--- src/adcc_map.svh ---
/*
  register offsets, field positions, reset values and fixed counts of the converter control block.
  assumes a 32-bit byte address bus with word-aligned registers.
*/
`ifndef ADCC_MAP_SVH
`define ADCC_MAP_SVH
// ----------------------------------------
// register offsets
// ----------------------------------------
`define ADCC_OFS_CTRL 32'hFFFF0500
`define ADCC_OFS_POSCH 32'hFFFF0504
`define ADCC_OFS_NEGCH 32'hFFFF0508
`define ADCC_OFS_STAT 32'hFFFF050C
`define ADCC_OFS_RESULT 32'hFFFF0510
`define ADCC_OFS_REGRST 32'hFFFF0514
`define ADCC_OFS_IMASK 32'hFFFF0518
`define ADCC_OFS_ISTAT 32'hFFFF051C
`define ADCC_OFS_PCFG 32'hFFFF0520
// ----------------------------------------
// fields and values
// ----------------------------------------
`define ADCC_CTRL_RST 16'h0A00
`define ADCC_DIV_HI 13
`define ADCC_DIV_LO 11
`define ADCC_ACQ_HI 10
`define ADCC_ACQ_LO 8
`define ADCC_ENA_BIT 7
`define ADCC_PWR_BIT 5
`define ADCC_MODE_HI 4
`define ADCC_MODE_LO 3
`define ADCC_TRIG_HI 2
`define ADCC_TRIG_LO 0
`define ADCC_MODE_DIFF 2'h1
`define ADCC_TRIG_PIN 3'h0
`define ADCC_TRIG_TMR1 3'h1
`define ADCC_TRIG_TMR0 3'h2
`define ADCC_TRIG_SINGLE 3'h3
`define ADCC_TRIG_CONT 3'h4
`define ADCC_TRIG_PLA 3'h5
`define ADCC_CH_TEMP 5'h0D
`define ADCC_TEMP_DIV 3'h5
`define ADCC_TEMP_ACQ 3'h3
`define ADCC_CODE_MAX 3'h5
`define ADCC_EXTRA_CLKS 7'h13
`define ADCC_RES_LO 16
`define ADCC_RES_HI 27
`endif

--- src/adcc_pkg.sv ---
/*
  types of the converter control block.
  assumes nothing of its surroundings.
*/
package adcc_pkg;
  typedef enum logic [1:0] {ADCC_IDLE, ADCC_ACQ, ADCC_CONV} adcc_state_t;
endpackage

--- src/adcc_top.sv ---
/*
  converter control and sequencing: control registers, divider, acquisition and
  bit-trial timing, ready flag, interrupt and busy output.
  assumes the analog core holds its 12-bit answer valid when the last converter clock ends,
  timer and logic-array triggers come from the same clock, the external trigger is a pin.
*/
// The plain strobed port was chosen for this implementation.
`timescale 1ns/1ps
`include "adcc_map.svh"
module adcc_top
(
  input wire logic MCLK_I,
  input wire logic RESET_I,
  input wire logic [31:0] ADDR_I,
  input wire logic [31:0] WDATA_I,
  input wire logic WR_I,
  input wire logic RD_I,
  output logic [31:0] RDATA_O,
  input wire logic CONVERT_PIN_I,
  input wire logic TIMER0_I,
  input wire logic TIMER1_I,
  input wire logic PLA_I,
  input wire logic [11:0] ANA_RESULT_I,
  output logic ANA_POWER_O,
  output logic [1:0] ANA_MODE_O,
  output logic [4:0] ANA_POS_CH_O,
  output logic [4:0] ANA_NEG_CH_O,
  output logic ANA_SAMPLE_O,
  output logic CONV_BUSY_O,
  output logic PORT0_BIT2_O,
  output logic IRQ_O
);
  // ----------------------------------------
  // functions
  // ----------------------------------------
  // divider code to core clocks per converter clock; reserved codes fall back to /32
  function automatic logic [5:0] div_len(input logic [2:0] code);
    logic [2:0] c;
    c = (code > `ADCC_CODE_MAX) ? `ADCC_CODE_MAX : code;
    div_len = 6'h01 << c;
  endfunction
  // acquisition code to converter clocks
  function automatic logic [6:0] acq_len(input logic [2:0] code);
    logic [2:0] c;
    c = (code > `ADCC_CODE_MAX) ? `ADCC_CODE_MAX : code;
    acq_len = 7'h02 << c;
  endfunction
  // ----------------------------------------
  // pin synchroniser
  // ----------------------------------------
  logic pin_meta_reg;
  logic pin_sync_reg;
  always_ff @(posedge MCLK_I)
  begin
    if (RESET_I)
    begin
      pin_meta_reg <= 1'b0;
      pin_sync_reg <= 1'b0;
    end
    else
    begin
      pin_meta_reg <= CONVERT_PIN_I;
      pin_sync_reg <= pin_meta_reg;
    end
  end
  // ----------------------------------------
  // registers and sequencer
  // ----------------------------------------
  logic [15:0] ctrl_reg, ctrl_next;
  logic [4:0] pos_reg, pos_next;
  logic [4:0] neg_reg, neg_next;
  logic [11:0] result_reg, result_next;
  logic [1:0] rmode_reg, rmode_next;
  logic ready_reg, ready_next;
  logic imask_reg, imask_next;
  logic istat_reg, istat_next;
  logic pcfg_reg, pcfg_next;
  logic [2:0] div_sel_reg, div_sel_next;
  logic [2:0] acq_sel_reg, acq_sel_next;
  logic [5:0] div_cnt_reg, div_cnt_next;
  logic [6:0] cyc_cnt_reg, cyc_cnt_next;
  adcc_pkg::adcc_state_t state_reg, state_next;
  logic [31:0] rdata_next;
  logic wr_ctrl, wr_rst, rd_res, trig, start, tick, done;
  logic [6:0] last_cyc;
  logic [2:0] trig_sel;
  always_comb
  begin
    wr_ctrl = WR_I && (ADDR_I == `ADCC_OFS_CTRL);
    wr_rst = WR_I && (ADDR_I == `ADCC_OFS_REGRST);
    rd_res = RD_I && (ADDR_I == `ADCC_OFS_RESULT);
    trig_sel = ctrl_reg[`ADCC_TRIG_HI:`ADCC_TRIG_LO];
    unique case (trig_sel)
      `ADCC_TRIG_PIN: trig = pin_sync_reg;
      `ADCC_TRIG_TMR1: trig = TIMER1_I;
      `ADCC_TRIG_TMR0: trig = TIMER0_I;
      `ADCC_TRIG_SINGLE: trig = 1'b1;
      `ADCC_TRIG_CONT: trig = 1'b1;
      `ADCC_TRIG_PLA: trig = PLA_I;
      default: trig = 1'b0;
    endcase
    // enable and power gate any start
    start = (state_reg == adcc_pkg::ADCC_IDLE) && ctrl_reg[`ADCC_ENA_BIT]
      && ctrl_reg[`ADCC_PWR_BIT] && trig;
    tick = (div_cnt_reg == div_len(div_sel_reg) - 6'h01);
    last_cyc = acq_len(acq_sel_reg) + `ADCC_EXTRA_CLKS - 7'h01;
    done = (state_reg == adcc_pkg::ADCC_CONV) && tick && (cyc_cnt_reg == last_cyc);
    ctrl_next = ctrl_reg;
    pos_next = pos_reg;
    neg_next = neg_reg;
    result_next = result_reg;
    rmode_next = rmode_reg;
    ready_next = ready_reg;
    imask_next = imask_reg;
    istat_next = istat_reg;
    pcfg_next = pcfg_reg;
    div_sel_next = div_sel_reg;
    acq_sel_next = acq_sel_reg;
    div_cnt_next = div_cnt_reg;
    cyc_cnt_next = cyc_cnt_reg;
    state_next = state_reg;
    if (start)
    begin
      // other channels take the user fields afresh
      if (pos_reg == `ADCC_CH_TEMP)
      begin
        div_sel_next = `ADCC_TEMP_DIV;
        acq_sel_next = `ADCC_TEMP_ACQ;
      end
      else
      begin
        div_sel_next = ctrl_reg[`ADCC_DIV_HI:`ADCC_DIV_LO];
        acq_sel_next = ctrl_reg[`ADCC_ACQ_HI:`ADCC_ACQ_LO];
      end
      div_cnt_next = 6'h00;
      cyc_cnt_next = 7'h00;
      rmode_next = ctrl_reg[`ADCC_MODE_HI:`ADCC_MODE_LO];
      state_next = adcc_pkg::ADCC_ACQ;
    end
    else if (state_reg != adcc_pkg::ADCC_IDLE)
    begin
      div_cnt_next = tick ? 6'h00 : div_cnt_reg + 6'h01;
      if (tick)
      begin
        cyc_cnt_next = cyc_cnt_reg + 7'h01;
        if (cyc_cnt_reg == acq_len(acq_sel_reg) - 7'h01)
          state_next = adcc_pkg::ADCC_CONV;
      end
      if (done)
        state_next = adcc_pkg::ADCC_IDLE;
    end
    if (WR_I)
    begin
      // control write steers enable, mode and trigger
      if (wr_ctrl)
        ctrl_next = WDATA_I[15:0];
      if (ADDR_I == `ADCC_OFS_POSCH)
        pos_next = WDATA_I[4:0];
      if (ADDR_I == `ADCC_OFS_NEGCH)
        neg_next = WDATA_I[4:0];
      if (ADDR_I == `ADCC_OFS_IMASK)
        imask_next = WDATA_I[0];
      if (ADDR_I == `ADCC_OFS_ISTAT && WDATA_I[0])
        istat_next = 1'b0;
      if (ADDR_I == `ADCC_OFS_PCFG)
        pcfg_next = WDATA_I[0];
    end
    if (rd_res)
      ready_next = 1'b0;
    if (done)
    begin
      result_next = ANA_RESULT_I;
      // ready and interrupt set, winning over the read and flag-write clears but not over register reset
      ready_next = 1'b1;
      istat_next = 1'b1;
      // single software conversion returns to pin trigger
      if (trig_sel == `ADCC_TRIG_SINGLE && !wr_ctrl)
        ctrl_next[`ADCC_TRIG_HI:`ADCC_TRIG_LO] = `ADCC_TRIG_PIN;
    end
    // register reset returns all to defaults and aborts
    if (wr_rst)
    begin
      ctrl_next = `ADCC_CTRL_RST;
      pos_next = 5'h00;
      neg_next = 5'h00;
      result_next = 12'h000;
      rmode_next = 2'h0;
      ready_next = 1'b0;
      imask_next = 1'b0;
      istat_next = 1'b0;
      pcfg_next = 1'b0;
      state_next = adcc_pkg::ADCC_IDLE;
    end
    rdata_next = 32'h00000000;
    if (RD_I)
    begin
      unique case (ADDR_I)
        `ADCC_OFS_CTRL: rdata_next = {16'h0000, ctrl_reg};
        `ADCC_OFS_POSCH: rdata_next = {27'h0000000, pos_reg};
        `ADCC_OFS_NEGCH: rdata_next = {27'h0000000, neg_reg};
        `ADCC_OFS_STAT: rdata_next = {31'h00000000, ready_reg};
        // differential results are two's complement, so the top bits carry the sign
        `ADCC_OFS_RESULT: rdata_next = {{4{(rmode_reg == `ADCC_MODE_DIFF) & result_reg[11]}},
          result_reg, 16'h0000};
        `ADCC_OFS_IMASK: rdata_next = {31'h00000000, imask_reg};
        `ADCC_OFS_ISTAT: rdata_next = {31'h00000000, istat_reg};
        `ADCC_OFS_PCFG: rdata_next = {31'h00000000, pcfg_reg};
        default: rdata_next = 32'h00000000;
      endcase
    end
  end
  always_ff @(posedge MCLK_I)
  begin
    if (RESET_I)
    begin
      ctrl_reg <= `ADCC_CTRL_RST;
      pos_reg <= 5'h00;
      neg_reg <= 5'h00;
      result_reg <= 12'h000;
      rmode_reg <= 2'h0;
      ready_reg <= 1'b0;
      imask_reg <= 1'b0;
      istat_reg <= 1'b0;
      pcfg_reg <= 1'b0;
      div_sel_reg <= 3'h0;
      acq_sel_reg <= 3'h0;
      div_cnt_reg <= 6'h00;
      cyc_cnt_reg <= 7'h00;
      state_reg <= adcc_pkg::ADCC_IDLE;
      RDATA_O <= 32'h00000000;
      ANA_SAMPLE_O <= 1'b0;
      CONV_BUSY_O <= 1'b0;
      PORT0_BIT2_O <= 1'b0;
      IRQ_O <= 1'b0;
    end
    else
    begin
      ctrl_reg <= ctrl_next;
      pos_reg <= pos_next;
      neg_reg <= neg_next;
      result_reg <= result_next;
      rmode_reg <= rmode_next;
      ready_reg <= ready_next;
      imask_reg <= imask_next;
      istat_reg <= istat_next;
      pcfg_reg <= pcfg_next;
      div_sel_reg <= div_sel_next;
      acq_sel_reg <= acq_sel_next;
      div_cnt_reg <= div_cnt_next;
      cyc_cnt_reg <= cyc_cnt_next;
      state_reg <= state_next;
      RDATA_O <= rdata_next;
      ANA_SAMPLE_O <= (state_next == adcc_pkg::ADCC_ACQ);
      CONV_BUSY_O <= (state_next != adcc_pkg::ADCC_IDLE);
      PORT0_BIT2_O <= pcfg_next && (state_next != adcc_pkg::ADCC_IDLE);
      IRQ_O <= istat_next && imask_next;
    end
  end
  // analog controls straight from the control flops
  assign ANA_POWER_O = ctrl_reg[`ADCC_PWR_BIT];
  assign ANA_MODE_O = ctrl_reg[`ADCC_MODE_HI:`ADCC_MODE_LO];
  assign ANA_POS_CH_O = pos_reg;
  assign ANA_NEG_CH_O = neg_reg;
endmodule

--- config.mk ---
export PLATFORM = sky130hd
export DESIGN_NAME = adcc_top
export DESIGN_NICKNAME = d
export VERILOG_FILES = /design/src/adcc_pkg.sv /design/src/adcc_top.sv
export VERILOG_INCLUDE_DIRS = /design/src
export SDC_FILE = /design/constraint.sdc
export NUM_CORES = 1
export LEC_CHECK = 0
export ABC_AREA = 1
export BUFFER_PORTS_ARGS = -buffer_cell sky130_fd_sc_hd__buf_2
export CAP_MARGIN = 20
export CORE_ASPECT_RATIO = 2
export CORE_MARGIN = 2
export CORE_UTILIZATION = 52
export CTS_CLUSTER_SIZE = 28
export DETAILED_ROUTE_END_ITERATION = 12
export PLACE_DENSITY_LB_ADDON = 0.15
export SLEW_MARGIN = 0
export SYNTH_ARGS = -nofsm -noshare
export SYNTH_HDL_FRONTEND = slang
export SYNTH_SLANG_ARGS = --single-unit
--- constraint.sdc ---
create_clock -name MCLK_I -period 2.32 [get_ports MCLK_I]
set_clock_uncertainty 0.1 [all_clocks]
set_input_delay 0.464 -clock MCLK_I [delete_from_list [all_inputs] [get_ports MCLK_I]]
set_output_delay 0.464 -clock MCLK_I [all_outputs]
set_load 0.02 [all_outputs]
==> impl_metrics.toml, run 1 <==
[outcome]
status = "finished with violations"
violations = "setup timing"

[cells_and_area]
finalNetCount = 871
fin_util_pct = 66.2
final_cell_mix = "nand2_1, buf_2, dfxtp_1"
diodes = 0
largest_register_ffs = 29
layout-drive-gt1-share_pct = 25.8
syn_to_final_growth_pct = 23.2
layout_commonest_cell = "nand2_1"
fin_area_mm2 = 0.00573

[worst_setup_path]
r2r_slack_ns = -0.008
reg2reg_depth = 13
critical_path.startpoint_type = "flop"
end_kind = "flop"
r2r_end = "result_reg[5]"
r2r_start = "acq_sel_reg[0]"
cp_data_required_time_ns = 2.45
path_max_fanout = 6
cp.arrival_ns = 2.46
worstSetupPathType = "reg -> reg"

[hold_path]
holdPathStages = 3
hold_path.class = "in -> reg"
min_to = "pin_meta_reg"
holdCritStartpoint = "CONVERT_PIN_I"

[drt]
num_vias = 4617
drt_first_iter_violations = 184
wire_per_inst_um = 14.0
first_pass_iters = 5
drt_wl_total_um = 12400
viasPerCell = 5.21
drc = 0
postRouteAntennaNets = 0

[timing]
whs_ns = 0.236
setup_viol = 1
finalCritPeriodShare_pct = 100
rsz0062_at_grt = "true"
timing.final.ws_setup_ns = -0.00810
max-slew-margin-rel_pct = 74.4
period_minus_slack_ns = 2.33
drv_slew = 0
fmax_mhz = 430
hold_violations = 0
worst_slew_pin_slew_ns = 0.384

[global_routing]
grt_pass1_wl_um = 19600
overflow = 0
grt_pass1_vias = 4552
grt.total_usage_pct = 25.2
grt_antenna_before_repair = 0
grt_start_max_net_pins = 26

[floorplanning]
dieHeight_um = 138
num_io_pins = 133
core-area_mm2 = 0.00865
initial_core_util_pct = 53.8
die_w_um = 70.9
rows = 48
die-area_mm2 = 0.00976

[placement]
gp_congestion = 0.974
dpl.hpwl_um = 9500
placed_area_mm2 = 0.00536
numPortBuffers = 116

[flow_run]
maxCapViolations = 0

[synthesis]
synth_cell_type_count = 38
synth_seq_cells = 100
netlist_area_mm2 = 0.00465
synthCells = 657
yosysSeqAreaShare_pct = 43.0
avgSynthCellArea_um2 = 7.08
synth_nets = 746
ys_warn_count = 0

[power_and_ir_drop]
seq_power_share_pct = 52.7
cellPowerDensity_mw_per_mm2 = 569
power.switching_uw = 743
ir_drop_uv = 389
switching_share_pct = 22.8
pwr-share-clk_pct = 42.8
p_int_uw = 2520
p_leak_uw = 0.00274
combPwrFrac_pct = 4.5

[cts]
root_buffer = "clkbuf_16"
clk_pin_slew_ns = 0.07
clkLatencyLatePin_ns = 0.34
cts_tree = "yes"
clockBufferDepth = 2
cts_num_sinks = 100
postCtsHoldBufs = 0
cts_buffers = 9
htreeDepth = 3
cell families (layout without fill, tap and decap cells):
logic type / after synthesis / in the layout / synth area share (%)
AOI/OAI and AO/OA: 104 / 104 / 11.7
DFF: 100 / 100 / 43.0
xor gates and xnor gates: 9 / 9 / 1.70
adders and majority gates: 5 / 5 / 1.35
buffers and inverters: 115 / 245 / 10.4
and+or+nand+nor: 324 / 324 / 31.8
critical path, stage by stage (launching register included):
cell and delay, ns:
dfxtp_2 0.38, inv_2 0.07, nor3_4 0.17, inv_1 0.08, ha_1 0.31, xnor2_2 0.16
nand2_1 0.07, a21oi_1 0.16, nand2_1 0.12, nor2_2 0.15, nand2_4 0.11, buf_12 0.15
nor2_1 0.12, nor2_1 0.06
area by class of cell:
class / instances / area (um2)
Inverter: 96 / 365
Timing Repair Buffer: 133 / 738
Sequential cell: 100 / 2010
Clock inverter: 6 / 48.8
Fill cell: 774 / 2920
Clock buffer: 10 / 229
Tap cell: 100 / 125
Multi-Input combinational cell: 442 / 2210
per-stage QoR:
| stage | TNS (ns) | setup slack, ns | cells | power (uW) |
|---|---|---|---|---|
| floorplan | 0 | 0.266 | 657 | 1810 |
| detailed placement | -0.724 | -0.0775 | 869 | 1900 |
| CTS | 0 | 0.00914 | 885 | 3280 |
| global route | -3.65 | -0.233 | 887 | 3350 |
| global placement | 0 | 0.00749 | 869 | 1900 |
| finish | -0.00810 | -0.00810 | 887 | 3260 |
power by group through the flow:
stage	Sequential [uW]	Clock, uW	Combinational, uW
2_1_floorplan	1760	0	56.8
3_3_place_gp	1760	0	140
3_5_place_dp	1760	0	145
4_1_cts	1720	1420	144
5_1_grt	1720	1470	162
6_report	1720	1400	146
metal layers:
metal	vias to the layer above	part of all wire, %	track usage, %
li1	2335	-	-
met1	2104	36	24.1
met2	141	57	50.6
met3	37	3.7	3.66
met4	0	3.5	12.3
met5	-	0	0
timing repair:
action / CTS / global route
pin swaps: 0 / 5
hold endpoints to repair: 0 / 0
buffers inserted: 0 / 1
setup endpoints to repair: 18 / 33
gates cloned: 0 / 1
resized for setup: 2 / 17
cells in the mapped netlist (all sizes together):
cell      n  area share [%]
dfxtp   100              43
and3      1            0.13
nor2    107              11
o21a      5            0.81
and2      1            0.13
nand4    12             1.7
inv      95             7.7
xnor2     2            0.38
nor4      2            0.27
o22ai     3            0.40
o21ai    49             5.3
nand3b    3            0.48
nand2   147              12
a21oi    44             4.7
xor2      7             1.3
clkinv    1           0.081
nand3    32             3.7
buf      14             2.2
ha        5             1.3
a211oi    1            0.16
o211ai    1            0.16
nor3     18             2.2
nor3b     1            0.16
o21bai    1            0.16
clkbuf    5            0.46
how the worst max path moves through the flow:
stage	from	endpoint	slack [ns]	cells past startpoint
floorplan	acq_sel_reg[0]	result_reg[10]	0.27	13
global placement	acq_sel_reg[0]	IRQ_O	0.007	13
detailed placement	acq_sel_reg[0]	result_reg[8]	-0.08	13
CTS	acq_sel_reg[0]	result_reg[9]	0.009	13
global route	acq_sel_reg[0]	ctrl_reg[0]	-0.23	12
finish	acq_sel_reg[0]	result_reg[5]	-0.008	13
Power figures use the tool's default switching activity.
==> run 2: changes to the inputs <==
Settings changed: CORE_UTILIZATION 52 to 54, CTS_BUF_LIST set to sky130_fd_sc_hd__clkbuf_8.
==> run 2 against run 1 <==
Compared with the run above: the flow now finishes without violations; global-route usage is 1.3 points higher; routed wire length shrank 2.4%; final cell count is 0.45% lower; sequential share of layout area increased by 0.74 points; critical path type unchanged; highest routed layer unchanged.
==> impl_metrics.toml, run 2 (same netlist as run 1, synthesis figures left out) <==
[floorplanning]
rows = 47
initial_core_util_pct = 55.7
num_io_pins = 133
die_w_um = 69.6
core-area_mm2 = 0.00835
dieHeight_um = 135
die-area_mm2 = 0.00942

[drt]
wl_met3_um = 455
num_vias = 4603
drt_wl_total_um = 12100
wire_per_inst_um = 13.7
drt_first_iter_violations = 175
routed.top_layer = "met4"
first_pass_iters = 4
wl_met2_um = 6610
drc = 0
postRouteAntennaNets = 0
routedLengthMet1_um = 4350
viasPerCell = 5.21

[timing]
fmax_mhz = 453
rsz0062_at_grt = "true"
max-slew-margin-rel_pct = 69.0
setup_viol = 0
hold_violations = 0
timing.final.ws_setup_ns = 0.113
finalCritPeriodShare_pct = 95.1
period_minus_slack_ns = 2.21
worst_slew_pin_slew_ns = 0.463
whs_ns = 0.190
drv_slew = 0

[flow_run]
maxCapViolations = 0

[worst_setup_path]
end_kind = "flop"
cp_common_cell = "nor2_1"
critPathSlowestCell = "dfxtp_1"
cp_cell_sequence = "nor3_2 -> inv_1 -> ha_1 -> xnor2_2 -> nand2_1 -> a21oi_1 -> nand2_1 -> nor2_1 -> nand3b_1 -> nor2_1 -> nor2_1"
cp.arrival_ns = 2.39
worstSetupPathType = "reg -> reg"
path_max_fanout = 5
cpPeakStageDelay_ns = 0.39
critical_path.startpoint_type = "flop"
cp_data_required_time_ns = 2.51

[cts]
htreeDepth = 3
postCtsHoldBufs = 0
cts_tree = "yes"
clk_pin_slew_ns = 0.11
cts_num_sinks = 100
clkLatencyLatePin_ns = 0.38
cts_buffers = 9
clockBufferDepth = 2
root_buffer = "clkbuf_8"

[placement]
dp_slack_ns = -0.0488
dpl.hpwl_um = 9410
numPortBuffers = 116
gp_congestion = 0.983
placed_area_mm2 = 0.00534

[cells_and_area]
final.fill_count = 769
finalNetCount = 869
diodes = 0
layout_commonest_cell = "nand2_1"
syn_to_final_growth_pct = 20.6
final_cell_mix = "nand2_1, buf_2, dfxtp_1"
fin_area_mm2 = 0.00561
layout-drive-gt1-share_pct = 26.0
seq_area_mm2 = 0.00201
largest_register_ffs = 29
multiInputGateArea_mm2 = 0.00222

[outcome]
status = "finished clean"

[power_and_ir_drop]
cellPowerDensity_mw_per_mm2 = 527
ir_drop_uv = 318
p_leak_uw = 0.00269

[hold_path]
hold_path.class = "in -> reg"

[global_routing]
grt_pass1_vias = 4564
grt_start_max_net_pins = 22
grt.total_usage_pct = 26.5
grt_antenna_before_repair = 0
overflow = 0
grt_pass1_wl_um = 20100
[run 2: cell count changes in the layout (fill, tap and decap cells not counted), sizes merged]
cell,delta
clkinv,+1
clkbuf,-2
clkinvlp,-2
buf,-1
inv,+2
[run 2: report_power, final]
group          leakage [uW]  total, uW  switching [uW]  internal (uW)
sequential         0.000807       1720           0.388           1720
combinational       0.00178        144            83.3           60.5
clock             0.0000993       1090             675            418
total               0.00269       2950             759           2200
[run 2: path summary, 6_finish.rpt]
path	from	to	slack, ns	cells past startpoint
max	acq_sel_reg[1]	ctrl_reg[0]	0.11	11
min	CONVERT_PIN_I	pin_meta_reg	0.19	3
max reg2reg	acq_sel_reg[1]	ctrl_reg[0]	0.11	11
min reg2reg	pin_meta_reg	pin_sync_reg	0.32	2
[run 2: critical path, delay by kind of cell (launching register included)]
kind                     cells  cell delay, ns
adder cells (fa/ha/maj)      1            0.31
AO/OA/AOI/OAI                1            0.12
AND/OR/NAND/NOR              7            0.97
buffers and inverters        1            0.07
XOR/XNOR                     1            0.16
flip-flops                   1            0.39
[run 2: final cells by class]
class	count	area share (%)
sequential	100	35.8
clock buffer	9	2.21
tap	98	2.19
multi-input combinational	442	39.6
timing repair buffer	131	12.6
clock inverter	7	1.21
inverter	96	6.47
[run 2: per-layer routing]
| layer | up-vias | track usage, % |
|---|---|---|
| li1 | 2316 | - |
| met1 | 2096 | 26.4 |
| met2 | 141 | 50.4 |
| met3 | 50 | 4.46 |
| met4 | 0 | 15.7 |
| met5 | - | 0 |
[run 2: stage by stage]
stage	setup TNS (ns)	total power [uW]	instances	utilization, %
floorplan	0	1810	657	-
global placement	0	1900	865	64.0
detailed placement	-0.347	1900	865	64.0
CTS	0	2970	881	66.4
global route	-0.0933	3050	883	67.1
finish	0	2950	883	67.1
[run 2: what timing repair did]
item	4_1_cts	5_1_grt
setup buffers	0	2
resized for setup	4	14
endpoints found under the setup margin	15	34
pin swaps	0	2
==> run 3: changes to the inputs <==
Settings changed: CELL_PAD_IN_SITES_DETAIL_PLACEMENT set to 1, CELL_PAD_IN_SITES_GLOBAL_PLACEMENT set to 1, CORE_UTILIZATION 54 to 30.
==> run 3 against run 2 <==
Compared with the run above: routed wire length up 33%; cell area is 4.3% higher; combinational power up 8%; via count increased by 2.3%; maximum frequency up 3.4%; critical path depth up 2; register-to-register slack improved by 0.07 ns; clock-buffer cell count stayed put; largest power group unchanged.
==> impl_metrics.toml, run 3 (same netlist as run 1, synthesis figures left out) <==
[timing]
whs_ns = 0.199
setup_viol = 0
drv_slew = 0
period_minus_slack_ns = 2.13
fmax_mhz = 469
max-slew-margin-rel_pct = 72.5
hold_violations = 0
finalCritPeriodShare_pct = 92.0
rsz0062_at_grt = "true"
worst_slew_pin_slew_ns = 0.408
tns_ns = 0

[worst_setup_path]
critical_path.startpoint_type = "flop"
worstSetupPathType = "reg -> reg"
r2r_start = "acq_sel_reg[0]"
critPathLaunch = "acq_sel_reg[0]"
path_max_fanout = 12
cp_data_required_time_ns = 2.50
setup.worst_path.end = "result_reg[1]"
r2r_slack_ns = 0.19
end_kind = "flop"
reg2reg_depth = 13
r2r_end = "result_reg[1]"
cp.arrival_ns = 2.32

[drt]
drc = 0
num_vias = 4708
drt_first_iter_violations = 81
postRouteAntennaNets = 0
viasPerCell = 4.76
drt_wl_total_um = 16100
wire_per_inst_um = 16.2
first_pass_iters = 4

[cells_and_area]
syn_to_final_growth_pct = 25.7
final.fill_count = 2024
final_cells = 989
layout_commonest_cell = "nand2_1"
finalNetCount = 875
diodes = 0
final_cell_mix = "nand2_1, buf_2, dfxtp_1"
largest_register_ffs = 29
layout-drive-gt1-share_pct = 27.4

[floorplanning]
initial_core_util_pct = 30.6
die-area_mm2 = 0.0166
dieHeight_um = 180
die_w_um = 92.0
core-area_mm2 = 0.0152
rows = 64
num_io_pins = 133

[cts]
post_cts_buffers = 0
htreeDepth = 3
cts_buffers = 9
clkLatencyLatePin_ns = 0.37
clockBufferDepth = 2
cts_tree = "yes"
root_buffer = "clkbuf_8"
cts_num_sinks = 100
clk_pin_slew_ns = 0.11

[hold_path]
hold_path.class = "in -> reg"

[outcome]
status = "finished clean"

[global_routing]
grt_pass1_wl_um = 25600
grt_start_max_net_pins = 28
grt_antenna_before_repair = 0
grt_pass1_vias = 5118
overflow = 0
grt.total_usage_pct = 19.8

[placement]
placedCellCount = 973
numPortBuffers = 116
dpl.hpwl_um = 13200
gp_congestion = 0.852

[power_and_ir_drop]
p_total_uw = 2980
p_leak_uw = 0.00272
ir_drop_uv = 334
cellPowerDensity_mw_per_mm2 = 510

[flow_run]
maxCapViolations = 0
run 3: changes by cell type in the layout (fill, tap and decap cells not counted), moves of 2 or more:
cell,previous run,this run
nor2_2,21,18
nor2_4,5,7
nand2_2,10,12
nand2_1,136,133
buf_4,14,19
dfxtp_4,0,2
dfxtp_1,97,95
run 3: where the power goes:
group / total, uW / internal, uW / switching (uW)
logic: 156 / 62.8 / 92.7
registers: 1720 / 1710 / 0.512
clock network: 1110 / 421 / 689
run 3: worst min path at each step:
stage	startpoint	endpoint	depth (start not counted)
floorplan	pin_meta_reg	pin_sync_reg	2
global placement	pin_meta_reg	pin_sync_reg	2
detailed placement	pin_meta_reg	pin_sync_reg	2
CTS	ANA_RESULT_I[5]	result_reg[5]	3
global route	ANA_RESULT_I[3]	result_reg[3]	3
finish	CONVERT_PIN_I	pin_meta_reg	3
run 3: stage by stage:
step | instance area (um2) | utilization (%) | setup WS [ns]
6_report | 5850 | 38.4 | 0.186
5_1_grt | 5850 | 38.4 | -0.0239
4_1_cts | 5740 | 37.7 | 0.00661
3_5_place_dp | 5540 | 36.4 | -0.0641
3_3_place_gp | 5540 | 36.4 | -0.0277
2_1_floorplan | 4650 | - | 0.266
run 3: cell type report:
| class | count | area, um2 | share of cell area [%] |
|---|---|---|---|
| clock inverter | 7 | 68.8 | 1.18 |
| clock buffer | 9 | 124 | 2.12 |
| inverter | 96 | 363 | 6.21 |
| sequential | 100 | 2010 | 34.4 |
| multi-input combinational | 442 | 2270 | 38.8 |
| tap | 198 | 248 | 4.24 |
| timing repair buffer | 137 | 763 | 13.1 |
run 3: critical path: stages, from the launching register on:
cell     delay, ns
dfxtp_4       0.39
inv_2         0.05
nor3_4        0.20
inv_2         0.06
ha_4          0.22
xnor2_2       0.18
nand2_1       0.08
a21oi_2       0.13
nand2_2       0.09
nor2_4        0.13
nand2_4       0.10
buf_12        0.16
nor2_1        0.09
nor2_1        0.05
run 3: repair_timing:
| action | 4_1_cts | 5_1_grt |
|---|---|---|
| resized for setup | 3 | 28 |
| setup endpoints to repair | 14 | 32 |
| pin swaps | 1 | 4 |
| hold buffers | 0 | 0 |
run 3: routing by layer:
metal,GRT usage (%),up-vias,part of all wire (%)
li1,-,2329,-
met3,2.63,24,2.8
met5,0,-,0
met2,42.7,91,62
met1,17.7,2264,32
met4,6.63,0,2.8
